### src/design/adcsq_regs.svh
`ifndef ADCSQ_REGS_SVH
`define ADCSQ_REGS_SVH

// apb register byte addresses
`define ADCSQ_ADDR_STATUS 12'h000
`define ADCSQ_ADDR_SAMPLE 12'h004
`define ADCSQ_ADDR_CTRLBYTE 12'h008
`define ADCSQ_SAMPLE_RST 16'h8000

// control byte bit positions, start bit first on the wire
`define ADCSQ_CB_RANGE 6
`define ADCSQ_CB_CLK 5
`define ADCSQ_CB_M1 4
`define ADCSQ_CB_M0 3
`define ADCSQ_CB_AUX_MSB 2

// field encodings
`define ADCSQ_MODE_SHORT 2'h0
`define ADCSQ_MODE_CAL 2'h1
`define ADCSQ_MODE_PDOWN 2'h2
`define ADCSQ_MODE_LONG 2'h3
`define ADCSQ_RANGE_BIPOLAR 1'h0
`define ADCSQ_CLK_INTERNAL 1'h1
`define ADCSQ_AUX_RST 3'h0

// serial clock counts
`define ADCSQ_BIT_START 4'h1
`define ADCSQ_BIT_RANGE 4'h1
`define ADCSQ_BIT_CONV 4'h7
`define ADCSQ_BIT_LAST 4'h8
`define ADCSQ_FALL_SHORT 6'h07
`define ADCSQ_FALL_LONG 6'h0F
`define ADCSQ_TOTAL_SHORT 6'h18
`define ADCSQ_TOTAL_LONG 6'h20
`define ADCSQ_ACQ_SHORT 5'h05
`define ADCSQ_ACQ_EXTRA 5'h08
`define ADCSQ_RANGE_SW_HALF 5'h03

// internal conversion clock
`define ADCSQ_INT_DIV 3'h4
`define ADCSQ_CONV_INT_CYCLES 5'h12
`define ADCSQ_CAL_CYCLES 80000
`define ADCSQ_RESULT_BITS 5'h10

`endif

### src/design/adcsq_pkg.sv
`default_nettype none

package adcsq_pkg;

  typedef enum logic [2:0] {
    ADCSQ_IDLE     = 3'b000,
    ADCSQ_ACQ      = 3'b001,
    ADCSQ_CONV_EXT = 3'b010,
    ADCSQ_CONV_INT = 3'b011,
    ADCSQ_CAL      = 3'b100
  } adcsq_state_e;

  typedef logic [15:0] adcsq_result_t;

endpackage

`default_nettype wire

### src/design/adcsq_result_shift.sv
`default_nettype none
`include "adcsq_regs.svh"

module adcsq_result_shift
  import adcsq_pkg::*;
(
  input wire logic i_mclk,
  input wire logic i_reset_n,
  input wire logic i_load,
  input wire adcsq_result_t i_data,
  input wire logic i_shift,
  output logic o_bit
);

  adcsq_result_t word_r;
  logic [4:0] left_r;

  // holds the result and presents it msb first, one bit per shift
  always_ff @(posedge i_mclk or negedge i_reset_n) begin
    if (!i_reset_n) begin
      word_r <= '0;
      left_r <= '0;
      o_bit <= 1'b0;
    end else if (i_load) begin
      word_r <= i_data;
      o_bit <= i_data[15];
      left_r <= `ADCSQ_RESULT_BITS - 5'h01;
    end else if (i_shift) begin
      word_r <= {word_r[14:0], 1'b0};
      if (left_r != 5'h00) begin
        o_bit <= word_r[14];
        left_r <= left_r - 5'h01;
      end else begin
        o_bit <= 1'b0;
      end
    end
  end

endmodule

`default_nettype wire

### src/design/adcsq_top.sv
// Decided for this implementation: the register offsets and the APB interface to the registers.
`default_nettype none
`include "adcsq_regs.svh"

module adcsq_top
  import adcsq_pkg::*;
#(
  parameter int unsigned P_CAL_CYCLES = `ADCSQ_CAL_CYCLES
) (
  input wire logic i_mclk,
  input wire logic i_reset_n,
  input wire logic i_cs_n,
  input wire logic i_sclk,
  input wire logic i_din,
  input wire logic i_shutdown_pin_n,
  input wire logic i_psel,
  input wire logic i_penable,
  input wire logic i_pwrite,
  input wire logic [11:0] i_paddr,
  input wire logic [31:0] i_pwdata,
  output logic [31:0] o_prdata,
  output logic o_pready,
  output logic o_pslverr,
  output logic o_serial_out,
  output logic o_serial_out_oe,
  output logic o_conversion_strobe,
  output logic o_conversion_strobe_oe,
  output logic [2:0] o_aux_out
);

  function automatic adcsq_result_t fmt_result(input adcsq_result_t code, input logic range_uni);
    fmt_result = range_uni ? code : {~code[15], code[14:0]};
  endfunction

  function automatic logic [4:0] acq_half(input logic long_acq, input logic switched);
    logic [4:0] cyc;
    cyc = long_acq ? (`ADCSQ_ACQ_SHORT + `ADCSQ_ACQ_EXTRA) : `ADCSQ_ACQ_SHORT;
    acq_half = {cyc[3:0], 1'b0} - (switched ? `ADCSQ_RANGE_SW_HALF : 5'h00);
  endfunction

  // pin synchronisers
  logic [1:0] cs_sync_r, sclk_sync_r, din_sync_r, shutdown_pin_sync_r;
  logic cs_d_r, sclk_d_r;

  always_ff @(posedge i_mclk or negedge i_reset_n) begin
    if (!i_reset_n) begin
      cs_sync_r <= 2'h3;
      sclk_sync_r <= 2'h0;
      din_sync_r <= 2'h0;
      shutdown_pin_sync_r <= 2'h3;
      cs_d_r <= 1'b1;
      sclk_d_r <= 1'b0;
    end else begin
      cs_sync_r <= {cs_sync_r[0], i_cs_n};
      sclk_sync_r <= {sclk_sync_r[0], i_sclk};
      din_sync_r <= {din_sync_r[0], i_din};
      shutdown_pin_sync_r <= {shutdown_pin_sync_r[0], i_shutdown_pin_n};
      cs_d_r <= cs_sync_r[1];
      sclk_d_r <= sclk_sync_r[1];
    end
  end

  logic cs_n, din, shutdown_pin_ok, cs_fall, rise_en, fall_en;
  assign cs_n = cs_sync_r[1];
  assign din = din_sync_r[1];
  assign shutdown_pin_ok = shutdown_pin_sync_r[1];
  assign cs_fall = !cs_n && cs_d_r;
  assign rise_en = sclk_sync_r[1] && !sclk_d_r && !cs_n;
  assign fall_en = !sclk_sync_r[1] && sclk_d_r && !cs_n;

  // internal conversion clock as an enable
  logic [2:0] div_cnt_r;
  logic int_tick;
  assign int_tick = (div_cnt_r == `ADCSQ_INT_DIV - 3'h1);

  always_ff @(posedge i_mclk or negedge i_reset_n) begin
    if (!i_reset_n) begin
      div_cnt_r <= 3'h0;
    end else begin
      div_cnt_r <= int_tick ? 3'h0 : div_cnt_r + 3'h1;
    end
  end

  adcsq_state_e state_r;
  logic [7:0] ctrl_sr_r, ctrl_byte_r;
  logic [3:0] bit_cnt_r;
  logic arm_r, collecting, start_ok;

  assign collecting = (bit_cnt_r != 4'h0) && (bit_cnt_r != `ADCSQ_BIT_LAST);
  // a start needs a one on serial_in, never a select edge alone
  assign start_ok = rise_en && din && shutdown_pin_ok &&
                    (arm_r || (state_r == ADCSQ_IDLE && !collecting));

  // a select high-low pulse re-arms start detection
  always_ff @(posedge i_mclk or negedge i_reset_n) begin
    if (!i_reset_n) begin
      arm_r <= 1'b0;
    end else if (start_ok) begin
      arm_r <= 1'b0;
    end else if (cs_fall) begin
      arm_r <= 1'b1;
    end
  end

  // control byte shift in, start bit lands in the msb
  always_ff @(posedge i_mclk or negedge i_reset_n) begin
    if (!i_reset_n) begin
      ctrl_sr_r <= 8'h00;
      bit_cnt_r <= 4'h0;
    end else if (start_ok) begin
      ctrl_sr_r <= 8'h01;
      bit_cnt_r <= `ADCSQ_BIT_START;
    end else if (rise_en && collecting) begin
      ctrl_sr_r <= {ctrl_sr_r[6:0], din};
      bit_cnt_r <= bit_cnt_r + 4'h1;
    end
  end

  // aux outputs take the byte's low three bits once its last bit is in
  always_ff @(posedge i_mclk or negedge i_reset_n) begin
    if (!i_reset_n) begin
      o_aux_out <= `ADCSQ_AUX_RST;
      ctrl_byte_r <= 8'h00;
    end else if (rise_en && bit_cnt_r == `ADCSQ_BIT_CONV) begin
      o_aux_out <= {ctrl_sr_r[1:0], din};
      ctrl_byte_r <= {ctrl_sr_r[6:0], din};
    end
  end

  // range switches on the second bit, before the byte completes
  logic range_r, range_sw_r;
  always_ff @(posedge i_mclk or negedge i_reset_n) begin
    if (!i_reset_n) begin
      range_r <= `ADCSQ_RANGE_BIPOLAR;
      range_sw_r <= 1'b0;
    end else if (rise_en && collecting && bit_cnt_r == `ADCSQ_BIT_RANGE) begin
      range_r <= din;
      range_sw_r <= (din != range_r);
    end
  end

  // decode of the first seven bits at the seventh falling edge, the short-mode conversion start
  logic [7:0] partial;
  logic [1:0] dec_mode;
  logic [5:0] fcnt_r, fnext;
  logic at_conv_bit, clk_now, long_now, conv_now;
  logic clk_int_r, long_r, pd_req_r, pdown_r, cal_valid_r, strobe_r;
  logic [5:0] conv_fall;
  logic [16:0] cal_cnt_r;
  logic [4:0] conv_cnt_r, acq_half_r;
  logic cal_last, res_load, res_shift;
  adcsq_result_t sample_r, sample_hold_r;

  assign partial = {ctrl_sr_r[6:0], 1'b0};
  assign dec_mode = {partial[`ADCSQ_CB_M1], partial[`ADCSQ_CB_M0]};
  assign fnext = fcnt_r + 6'h01;
  assign at_conv_bit = (fnext == `ADCSQ_FALL_SHORT) && (bit_cnt_r >= `ADCSQ_BIT_CONV);
  assign clk_now = at_conv_bit ? partial[`ADCSQ_CB_CLK] : clk_int_r;
  // shutdown mode keeps the previous acquisition length
  assign long_now = at_conv_bit ? (dec_mode == `ADCSQ_MODE_LONG ||
                    (dec_mode == `ADCSQ_MODE_PDOWN && long_r)) : long_r;
  assign conv_fall = long_now ? `ADCSQ_FALL_LONG : `ADCSQ_FALL_SHORT;
  assign conv_now = fall_en && fnext == conv_fall &&
                    !(at_conv_bit && dec_mode == `ADCSQ_MODE_CAL);
  assign cal_last = (cal_cnt_r == 17'(P_CAL_CYCLES - 1));
  assign res_load = (state_r == ADCSQ_CONV_EXT && fall_en && fnext == conv_fall + 6'h01) ||
                    (state_r == ADCSQ_CONV_INT && int_tick &&
                     conv_cnt_r == `ADCSQ_CONV_INT_CYCLES - 5'h01);
  assign res_shift = fall_en && !res_load;

  always_ff @(posedge i_mclk or negedge i_reset_n) begin
    if (!i_reset_n) begin
      state_r <= ADCSQ_IDLE;
      fcnt_r <= 6'h00;
      clk_int_r <= `ADCSQ_CLK_INTERNAL;
      long_r <= 1'b0;
      pd_req_r <= 1'b0;
      pdown_r <= 1'b0;
      cal_valid_r <= 1'b0;
      strobe_r <= 1'b1;
      cal_cnt_r <= 17'h00000;
      conv_cnt_r <= 5'h00;
      acq_half_r <= 5'h00;
      sample_hold_r <= `ADCSQ_SAMPLE_RST;
    end else if (!shutdown_pin_ok) begin
      state_r <= ADCSQ_IDLE;
      pdown_r <= 1'b1;
      strobe_r <= clk_int_r;
    end else if (start_ok) begin
      state_r <= ADCSQ_ACQ;
      fcnt_r <= 6'h00;
      pdown_r <= 1'b0;
      strobe_r <= clk_int_r;
    end else begin
      case (state_r)
        ADCSQ_ACQ: begin
          if (fall_en) begin
            fcnt_r <= fnext;
            if (at_conv_bit) begin
              clk_int_r <= clk_now;
              if (dec_mode == `ADCSQ_MODE_CAL) begin
                state_r <= ADCSQ_CAL;
                cal_cnt_r <= 17'h00000;
                strobe_r <= !clk_now;
              end else begin
                long_r <= long_now;
                pd_req_r <= (dec_mode == `ADCSQ_MODE_PDOWN);
                acq_half_r <= acq_half(long_now, range_sw_r);
              end
            end
            if (conv_now) begin
              sample_hold_r <= sample_r;
              conv_cnt_r <= 5'h00;
              state_r <= clk_now ? ADCSQ_CONV_INT : ADCSQ_CONV_EXT;
              strobe_r <= !clk_now;
            end
          end
        end
        ADCSQ_CONV_EXT: begin
          if (fall_en) begin
            fcnt_r <= fnext;
            strobe_r <= 1'b0;
            if (fnext == (long_r ? `ADCSQ_TOTAL_LONG : `ADCSQ_TOTAL_SHORT)) begin
              state_r <= ADCSQ_IDLE;
              pdown_r <= pd_req_r;
            end
          end
        end
        ADCSQ_CONV_INT: begin
          if (int_tick) begin
            conv_cnt_r <= conv_cnt_r + 5'h01;
            if (res_load) begin
              strobe_r <= 1'b1;
              state_r <= ADCSQ_IDLE;
              pdown_r <= pd_req_r;
            end
          end
        end
        ADCSQ_CAL: begin
          if (clk_int_r ? int_tick : fall_en) begin
            cal_cnt_r <= cal_cnt_r + 17'h00001;
            if (cal_last) begin
              state_r <= ADCSQ_IDLE;
              strobe_r <= clk_int_r;
              cal_valid_r <= 1'b1;
            end
          end
        end
        default: begin
          state_r <= ADCSQ_IDLE;
        end
      endcase
    end
  end

  adcsq_result_shift u_result (
    .i_mclk(i_mclk),
    .i_reset_n(i_reset_n),
    .i_load(res_load),
    .i_data(fmt_result(sample_hold_r, range_r)),
    .i_shift(res_shift),
    .o_bit(o_serial_out)
  );

  // external mode strobe floats while deselected
  always_ff @(posedge i_mclk or negedge i_reset_n) begin
    if (!i_reset_n) begin
      o_serial_out_oe <= 1'b0;
      o_conversion_strobe_oe <= 1'b1;
      o_conversion_strobe <= 1'b1;
    end else begin
      o_serial_out_oe <= !cs_n;
      o_conversion_strobe_oe <= clk_int_r || !cs_n;
      o_conversion_strobe <= strobe_r;
    end
  end

  // apb slave, no wait states, answer registered at the setup cycle
  logic setup, mapped;
  assign setup = i_psel && !i_penable;
  assign mapped = (i_paddr == `ADCSQ_ADDR_STATUS) || (i_paddr == `ADCSQ_ADDR_SAMPLE) ||
                  (i_paddr == `ADCSQ_ADDR_CTRLBYTE);

  always_ff @(posedge i_mclk or negedge i_reset_n) begin
    if (!i_reset_n) begin
      o_pready <= 1'b0;
      o_pslverr <= 1'b0;
      o_prdata <= 32'h00000000;
    end else begin
      o_pready <= setup && !o_pready;
      o_pslverr <= setup && !mapped;
      if (setup) begin
        if (i_pwrite || !mapped) begin
          o_prdata <= 32'h00000000;
        end else if (i_paddr == `ADCSQ_ADDR_SAMPLE) begin
          o_prdata <= {16'h0000, sample_r};
        end else if (i_paddr == `ADCSQ_ADDR_CTRLBYTE) begin
          o_prdata <= {24'h000000, ctrl_byte_r};
        end else begin
          o_prdata <= {18'h00000, acq_half_r, arm_r, cal_valid_r, pdown_r, long_r, clk_int_r,
                       range_r, state_r};
        end
      end
    end
  end

  always_ff @(posedge i_mclk or negedge i_reset_n) begin
    if (!i_reset_n) begin
      sample_r <= `ADCSQ_SAMPLE_RST;
    end else if (i_psel && i_penable && o_pready && i_pwrite &&
                 i_paddr == `ADCSQ_ADDR_SAMPLE) begin
      sample_r <= i_pwdata[15:0];
    end
  end

endmodule

`default_nettype wire
### config.mk
export PLATFORM = sky130hd
export DESIGN_NAME = adcsq_top
export DESIGN_NICKNAME = d
export VERILOG_FILES = /design/src/design/adcsq_pkg.sv /design/src/design/adcsq_result_shift.sv /design/src/design/adcsq_top.sv
export VERILOG_INCLUDE_DIRS = /design/src /design/src/design
export SDC_FILE = /design/constraint.sdc
export NUM_CORES = 1
export LEC_CHECK = 0
export BUFFER_PORTS_ARGS = -buffer_cell sky130_fd_sc_hd__buf_4
export CORE_UTILIZATION = 50
export DETAILED_ROUTE_END_ITERATION = 10
export PLACE_DENSITY = 0.7
export SYNTH_ARGS = -nofsm -noshare
export SYNTH_HDL_FRONTEND = slang
export SYNTH_SLANG_ARGS = --single-unit
### constraint.sdc
create_clock -name i_mclk -period 9 [get_ports i_mclk]
set_input_delay 0.9 -clock i_mclk [delete_from_list [all_inputs] [get_ports i_mclk]]
set_output_delay 0.9 -clock i_mclk [all_outputs]
set_load 0.02 [all_outputs]
==> flow_summary.ini, run 1 <==
[synthesis]
synth-edff-count = 0
synth_top_cells_by_area = dfrtp_1 (47%), mux2_2 (6.5%), nand2_1 (5.6%), dfstp_2 (4.0%), o21ai_0 (3.8%)
yosys.area.top_type = dfrtp_1
yosys_most_used_dff = dfrtp_1
synth.cell_area_mm2 = 0.00728
synth_top_area_frac = 0.474
ys_seq_area_frac = 0.514
ys_seq_elements = 149
synth_cells = 704
synth_area_per_cell_um2 = 10.3
synthArstFlopShare = 1.00
ys_types = 69
yosysWarnings = 0

[pwr]
p_leak_nw = 4.03
ir_drop_mv = 0.144
total_power_mw = 1.61
p_per_area_mw_per_mm2 = 192

[clock_network]
postCtsSetupBuffers = 0
clockBufferDepth = 2
cts.sinks = 149
holdBufCountCts = 0
ctsResizeCount = 0
insertion_delay_ps = 430
ctsRootBufferMaster = clkbuf_16
cts_tree = yes
clkTransAtPathRegs_ps = 60
cts_buffers = 17
h-tree-depth = 4

[critical_path]
critPathCaptureType = flip-flop
crit_buf_inv = 0
r2r_cells = 8
slowest_delay_ps = 870
crit_type = reg2reg
crit_arrival_ps = 3980
crit_chain = ha_1 -> xnor2_2 -> a311oi_4 -> o211a_4 -> nand2_1 -> a222oi_1 -> or4b_1 -> mux2_1
cp_max_fo = 17
r2r_end = sample_hold_r[0]$_DFFE_PN0P_
start_kind = flip-flop
r2r_setup_slack_ps = 5320
crit_required_ps = 9310
crit_family = compound AO/OA/AOI/OAI gates
crit_slowest_cell = or4b_1
r2r-start = fcnt_r[0]$_DFFE_PN0P_

[detailed_routing]
vias = 5374
avgRoutedWirePerCell_um = 17.0
drc = 0
firstDrtPassIters = 5
vias_per_cell = 5.70
ant_nets = 0
drt-initial-drc-count = 457
wirelength_um = 16000

[timing]
fmax_ghz = 0.272
skew_ps = 8.14
min_period_over_period = 0.409
hold_violations = 0
max_slew_margin = 0.220
finalSetupViolations = 0
max_slew.worst_pin.slew_ps = 1160
setup_tns_ps = 0
timing.final.ws_setup_ps = 5320
drv_slew = 0
rsz0062_at_grt = no
period_needed_ps = 3680

[global_route]
grt_overflow = 0
first_global_vias = 5255
grt_pass1_wl_um = 26300
grt_antenna_before_repair = 0
gr-usage-all-layers = 0.230
grt_max_degree = 84

[layout]
n_fill_cell = 1158
layout_common_cells = dfrtp_1 (138), nand2_1 (108), buf_4 (64)
finalInstanceArea_mm2 = 0.00838
n_antenna_cell = 0
nets = 814
area_growth_pct = 15.1
final_common_cell = dfrtp_1
layout-drive-gt1-share = 0.223
fin_util = 0.597

[placed_design]
dpl_cell_area_mm2 = 0.00777
gp_congestion = 0.879
hpwl_um = 11000
portBuffers = 61
pre_cts_ws_ps = 5370

[worst_hold_path]
hold_path_class = reg2reg
worstHoldStart = sclk_sync_r[0]$_DFF_PN0_
hold_end = sclk_sync_r[1]$_DFF_PN0_
hold_path_depth = 0

[floorplan]
core_mm2 = 0.0140
die_w_um = 123
initial_utilization = 0.518
dieArea_mm2 = 0.0150
num_io_pins = 94
core.rowCount = 43
fp.dieH_um = 123

[flow_run]
maxCapViolCount = 0

[status]
run_status = complete, no violations
[layer usage]
metal,global-route usage,share of wire
met1,0.299,0.46
met2,0.384,0.49
met3,0.0460,0.042
met4,0.0724,0.015
met5,0,0
[where the power goes]
part | total [mW] | switching [mW] | internal (mW)
sequential | 0.745 | 0.0403 | 0.705
clock | 0.734 | 0.268 | 0.466
combinational | 0.133 | 0.0796 | 0.0534
total | 1.61 | 0.388 | 1.22
[cell usage after synthesis (3+ instances only)]
cell type / n
ha_1: 11
xnor2_1: 7
o21ai_1: 4
o21a_1: 3
dfstp_2: 11
xor2_1: 6
o211ai_1: 5
mux2_1: 9
o31ai_1: 6
a21o_1: 4
nor3b_1: 6
nand2_1: 108
clkbuf_1: 25
mux2_2: 42
dfrtp_1: 138
nor3_1: 9
nand4_1: 8
a31oi_1: 8
nor4_1: 3
nand2b_1: 11
nor2b_1: 9
a41oi_1: 3
inv_1: 15
or3_1: 3
buf_4: 21
nand3_1: 24
nor2_1: 39
a21oi_1: 29
and3_1: 8
mux2i_1: 11
buf_2: 3
o21ai_0: 55
and2_1: 3
mux2_4: 9
a22oi_1: 4
[registers in the layout, summed over array words and instances (netlist names), 2 cells and up]
name and flops:
sclk_sync_r 2, div_cnt_r 3, o_prdata 16, cs_sync_r 2
din_sync_r 2, ctrl_sr_r 7, cal_cnt_r 17, o_aux_out 2
sample_hold_r 16, u_result.left_r 5, bit_cnt_r 4, sample_r 16
u_result.word_r 15, ctrl_byte_r 6, fcnt_r 6, conv_cnt_r 5
state_r 3, acq_half_r 3, shutdown_pin_sync_r 2
[logic make-up (layout without fill, tap and decap cells)]
family / Yosys count / in the layout / synth area share
adders and majority gates: 11 / 11 / 0.0189
AOI/OAI and AO/OA: 139 / 139 / 0.119
muxes: 71 / 71 / 0.113
xor gates and xnor gates: 14 / 14 / 0.0179
DFF: 149 / 149 / 0.514
and+or+nand+nor: 251 / 251 / 0.168
other: 1 / 16 / 0.000515
buffers and inverters: 68 / 112 / 0.0485
[per-stage QoR]
| step | std cells | hold slack (ps) |
|---|---|---|
| 4_1_cts | 943 | 358 |
| 5_1_grt | 943 | 366 |
| 2_1_floorplan | 719 | 331 |
| 6_report | 943 | 351 |
| 3_5_place_dp | 911 | 345 |
| 3_3_place_gp | 911 | 332 |
[area by class of cell]
cell class	instances	area [um^2]	share of cell area
tap	180	225	0.0269
clock buffer	25	495	0.0591
inverter	15	56.3	0.00672
sequential	149	3740	0.447
timing repair buffer	65	492	0.0587
multi-input combinational	502	3250	0.388
clock inverter	7	119	0.0142
[worst max path at each step]
stage,end,from,cells past startpoint,slack [ps]
floorplan,sample_r[10]$_DFFE_PN0P_,i_paddr[7],7,6010
global placement,sample_hold_r[3]$_DFFE_PN0P_,fcnt_r[0]$_DFFE_PN0P_,8,5490
detailed placement,sample_hold_r[2]$_DFFE_PN0P_,fcnt_r[0]$_DFFE_PN0P_,8,5370
CTS,sample_hold_r[2]$_DFFE_PN0P_,fcnt_r[0]$_DFFE_PN0P_,8,5340
global route,sample_hold_r[0]$_DFFE_PN0P_,fcnt_r[0]$_DFFE_PN0P_,8,5110
finish,sample_hold_r[0]$_DFFE_PN0P_,fcnt_r[0]$_DFFE_PN0P_,8,5320
Note: power is estimated with default switching activity, not from simulation.
==> run 2: changes to the inputs <==
clock period = 3.5 ns   (was 9 ns; I/O delays follow)
==> run 2 against run 1 <==
The run now ends with hold timing left. Wire length is 1.4% higher. Clock-buffer cell count is 3 lower. Clock power grew to 2.7 times the previous value. Via count is 0.15% higher. Sequential share of layout area down 0.53 points. Sequential cell count stayed put. First-iteration DRC count is 8.3% higher.
==> flow_summary.ini, run 2 (same netlist as run 1, synthesis figures left out) <==
[floorplan]
num_io_pins = 94
fp.dieH_um = 123
initial_utilization = 0.518
die_w_um = 123
dieArea_mm2 = 0.0150
core_mm2 = 0.0140
core.rowCount = 43

[clock_network]
insertion_delay_ps = 420
cts_buffers = 17
h-tree-depth = 4
holdBufCountCts = 0
clkTransAtPathRegs_ps = 60
ctsRootBufferMaster = clkbuf_16
postCtsSetupBuffers = 0
cts.sinks = 149
clockBufferDepth = 2
cts_tree = yes
ctsResizeCount = 0

[critical_path]
r2r-start = fcnt_r[0]$_DFFE_PN0P_
cp_max_fo = 17
r2r_setup_slack_ps = 280
crit_arrival_ps = 3520
crit_type = reg2reg
critPathCaptureType = flip-flop
r2r_end = sample_hold_r[1]$_DFFE_PN0P_
r2r_cells = 10
crit_required_ps = 3800
start_kind = flip-flop

[pwr]
p_comb_frac = 0.082
total_power_mw = 4.23
ir_drop_mv = 0.359
switching_share = 0.236
p_leak_nw = 4.09
power_frac_seq = 0.453
clkPwrFrac = 0.465
p_per_area_mw_per_mm2 = 499
p_int_mw = 3.23
p_sw_mw = 0.998

[global_route]
grt_antenna_before_repair = 0
first_global_vias = 5315
grt_max_degree = 87
grt_pass1_wl_um = 26600
gr-usage-all-layers = 0.232
grt_overflow = 0

[layout]
nets = 825
final_common_cell = dfrtp_1
layout-drive-gt1-share = 0.234
largest_reg_flops = 17
regMostFlops = cal_cnt_r
n_fill_cell = 1130
layout_common_cells = dfrtp_1 (138), nand2_1 (108), buf_4 (75)
n_antenna_cell = 0
stdcell_count = 954
area_growth_pct = 16.5

[detailed_routing]
vias_per_cell = 5.64
vias = 5382
ant_nets = 0
drc = 0
avgRoutedWirePerCell_um = 17.1
drt-initial-drc-count = 495
firstDrtPassIters = 6
wirelength_um = 16300

[worst_hold_path]
hold_path_class = in2async

[timing]
period_needed_ps = 3220
max_slew.worst_pin.slew_ps = 795
finalHoldWorstSlack_ps = -15.0
finalSetupViolations = 0
skew_ps = 6.80
fmax_ghz = 0.311
drv_slew = 0
hold_violations = 7
max_slew_margin = 0.470
rsz0062_at_grt = no
setup_tns_ps = 0
min_period_over_period = 0.919

[placed_design]
portBuffers = 61
gp_congestion = 0.901
hpwl_um = 11200
dp.cells = 922

[flow_run]
maxCapViolCount = 0

[status]
violations = hold timing
run_status = complete, but fails checks
run 2: how the worst max path moves through the flow:
stage	startpoint	slack [ps]	endpoint
2_1_floorplan	fcnt_r[0]$_DFFE_PN0P_	540	sample_hold_r[10]$_DFFE_PN0P_
6_report	fcnt_r[0]$_DFFE_PN0P_	280	sample_hold_r[1]$_DFFE_PN0P_
3_5_place_dp	fcnt_r[0]$_DFFE_PN0P_	310	sample_hold_r[2]$_DFFE_PN0P_
4_1_cts	fcnt_r[0]$_DFFE_PN0P_	300	sample_hold_r[1]$_DFFE_PN0P_
3_3_place_gp	fcnt_r[0]$_DFFE_PN0P_	390	sample_hold_r[5]$_DFFE_PN0P_
5_1_grt	fcnt_r[0]$_DFFE_PN0P_	130	sample_hold_r[0]$_DFFE_PN0P_
run 2: per-layer routing:
metal  share of wire  global-route usage
met1            0.44               0.302
met2            0.49               0.380
met5               0                   0
met4           0.018              0.0854
met3           0.047              0.0511
run 2: worst max-delay path, stage by stage (launching register included):
cell and delay (ps):
dfrtp_1 440, ha_1 330, xnor2_2 210, a311oi_4 380, o211a_4 240, a21o_1 140, a222oi_1 70, buf_4 170
or4b_1 520, buf_4 240, mux2_1 350
run 2: layout make-up:
class,count,area [um^2],area share
well taps,180,225,0.0266
clock buffers,22,454,0.0536
flip-flops and latches,149,3740,0.441
multi-input cells,502,3250,0.383
inverters,15,56.3,0.00664
clock inverters,10,178,0.0210
repair buffers,76,574,0.0677
run 2: stage by stage:
| stage | instance area, um^2 | setup WS, ps | util |
|---|---|---|---|
| after global placement | 7850 | 392 | 0.559 |
| after detailed placement | 7850 | 312 | 0.559 |
| after floorplan | 7340 | 544 | - |
| after CTS | 8480 | 301 | 0.604 |
| final | 8480 | 282 | 0.604 |
| after global routing | 8480 | 135 | 0.604 |
run 2: power by group through the flow:
stage / clock, mW / combinational [mW] / sequential, mW
after global placement: 0 / 0.334 / 1.94
after CTS: 2.01 / 0.351 / 1.91
after detailed placement: 0 / 0.349 / 1.94
final: 1.97 / 0.345 / 1.92
after floorplan: 0 / 0.244 / 1.91
after global routing: 2.07 / 0.392 / 1.93
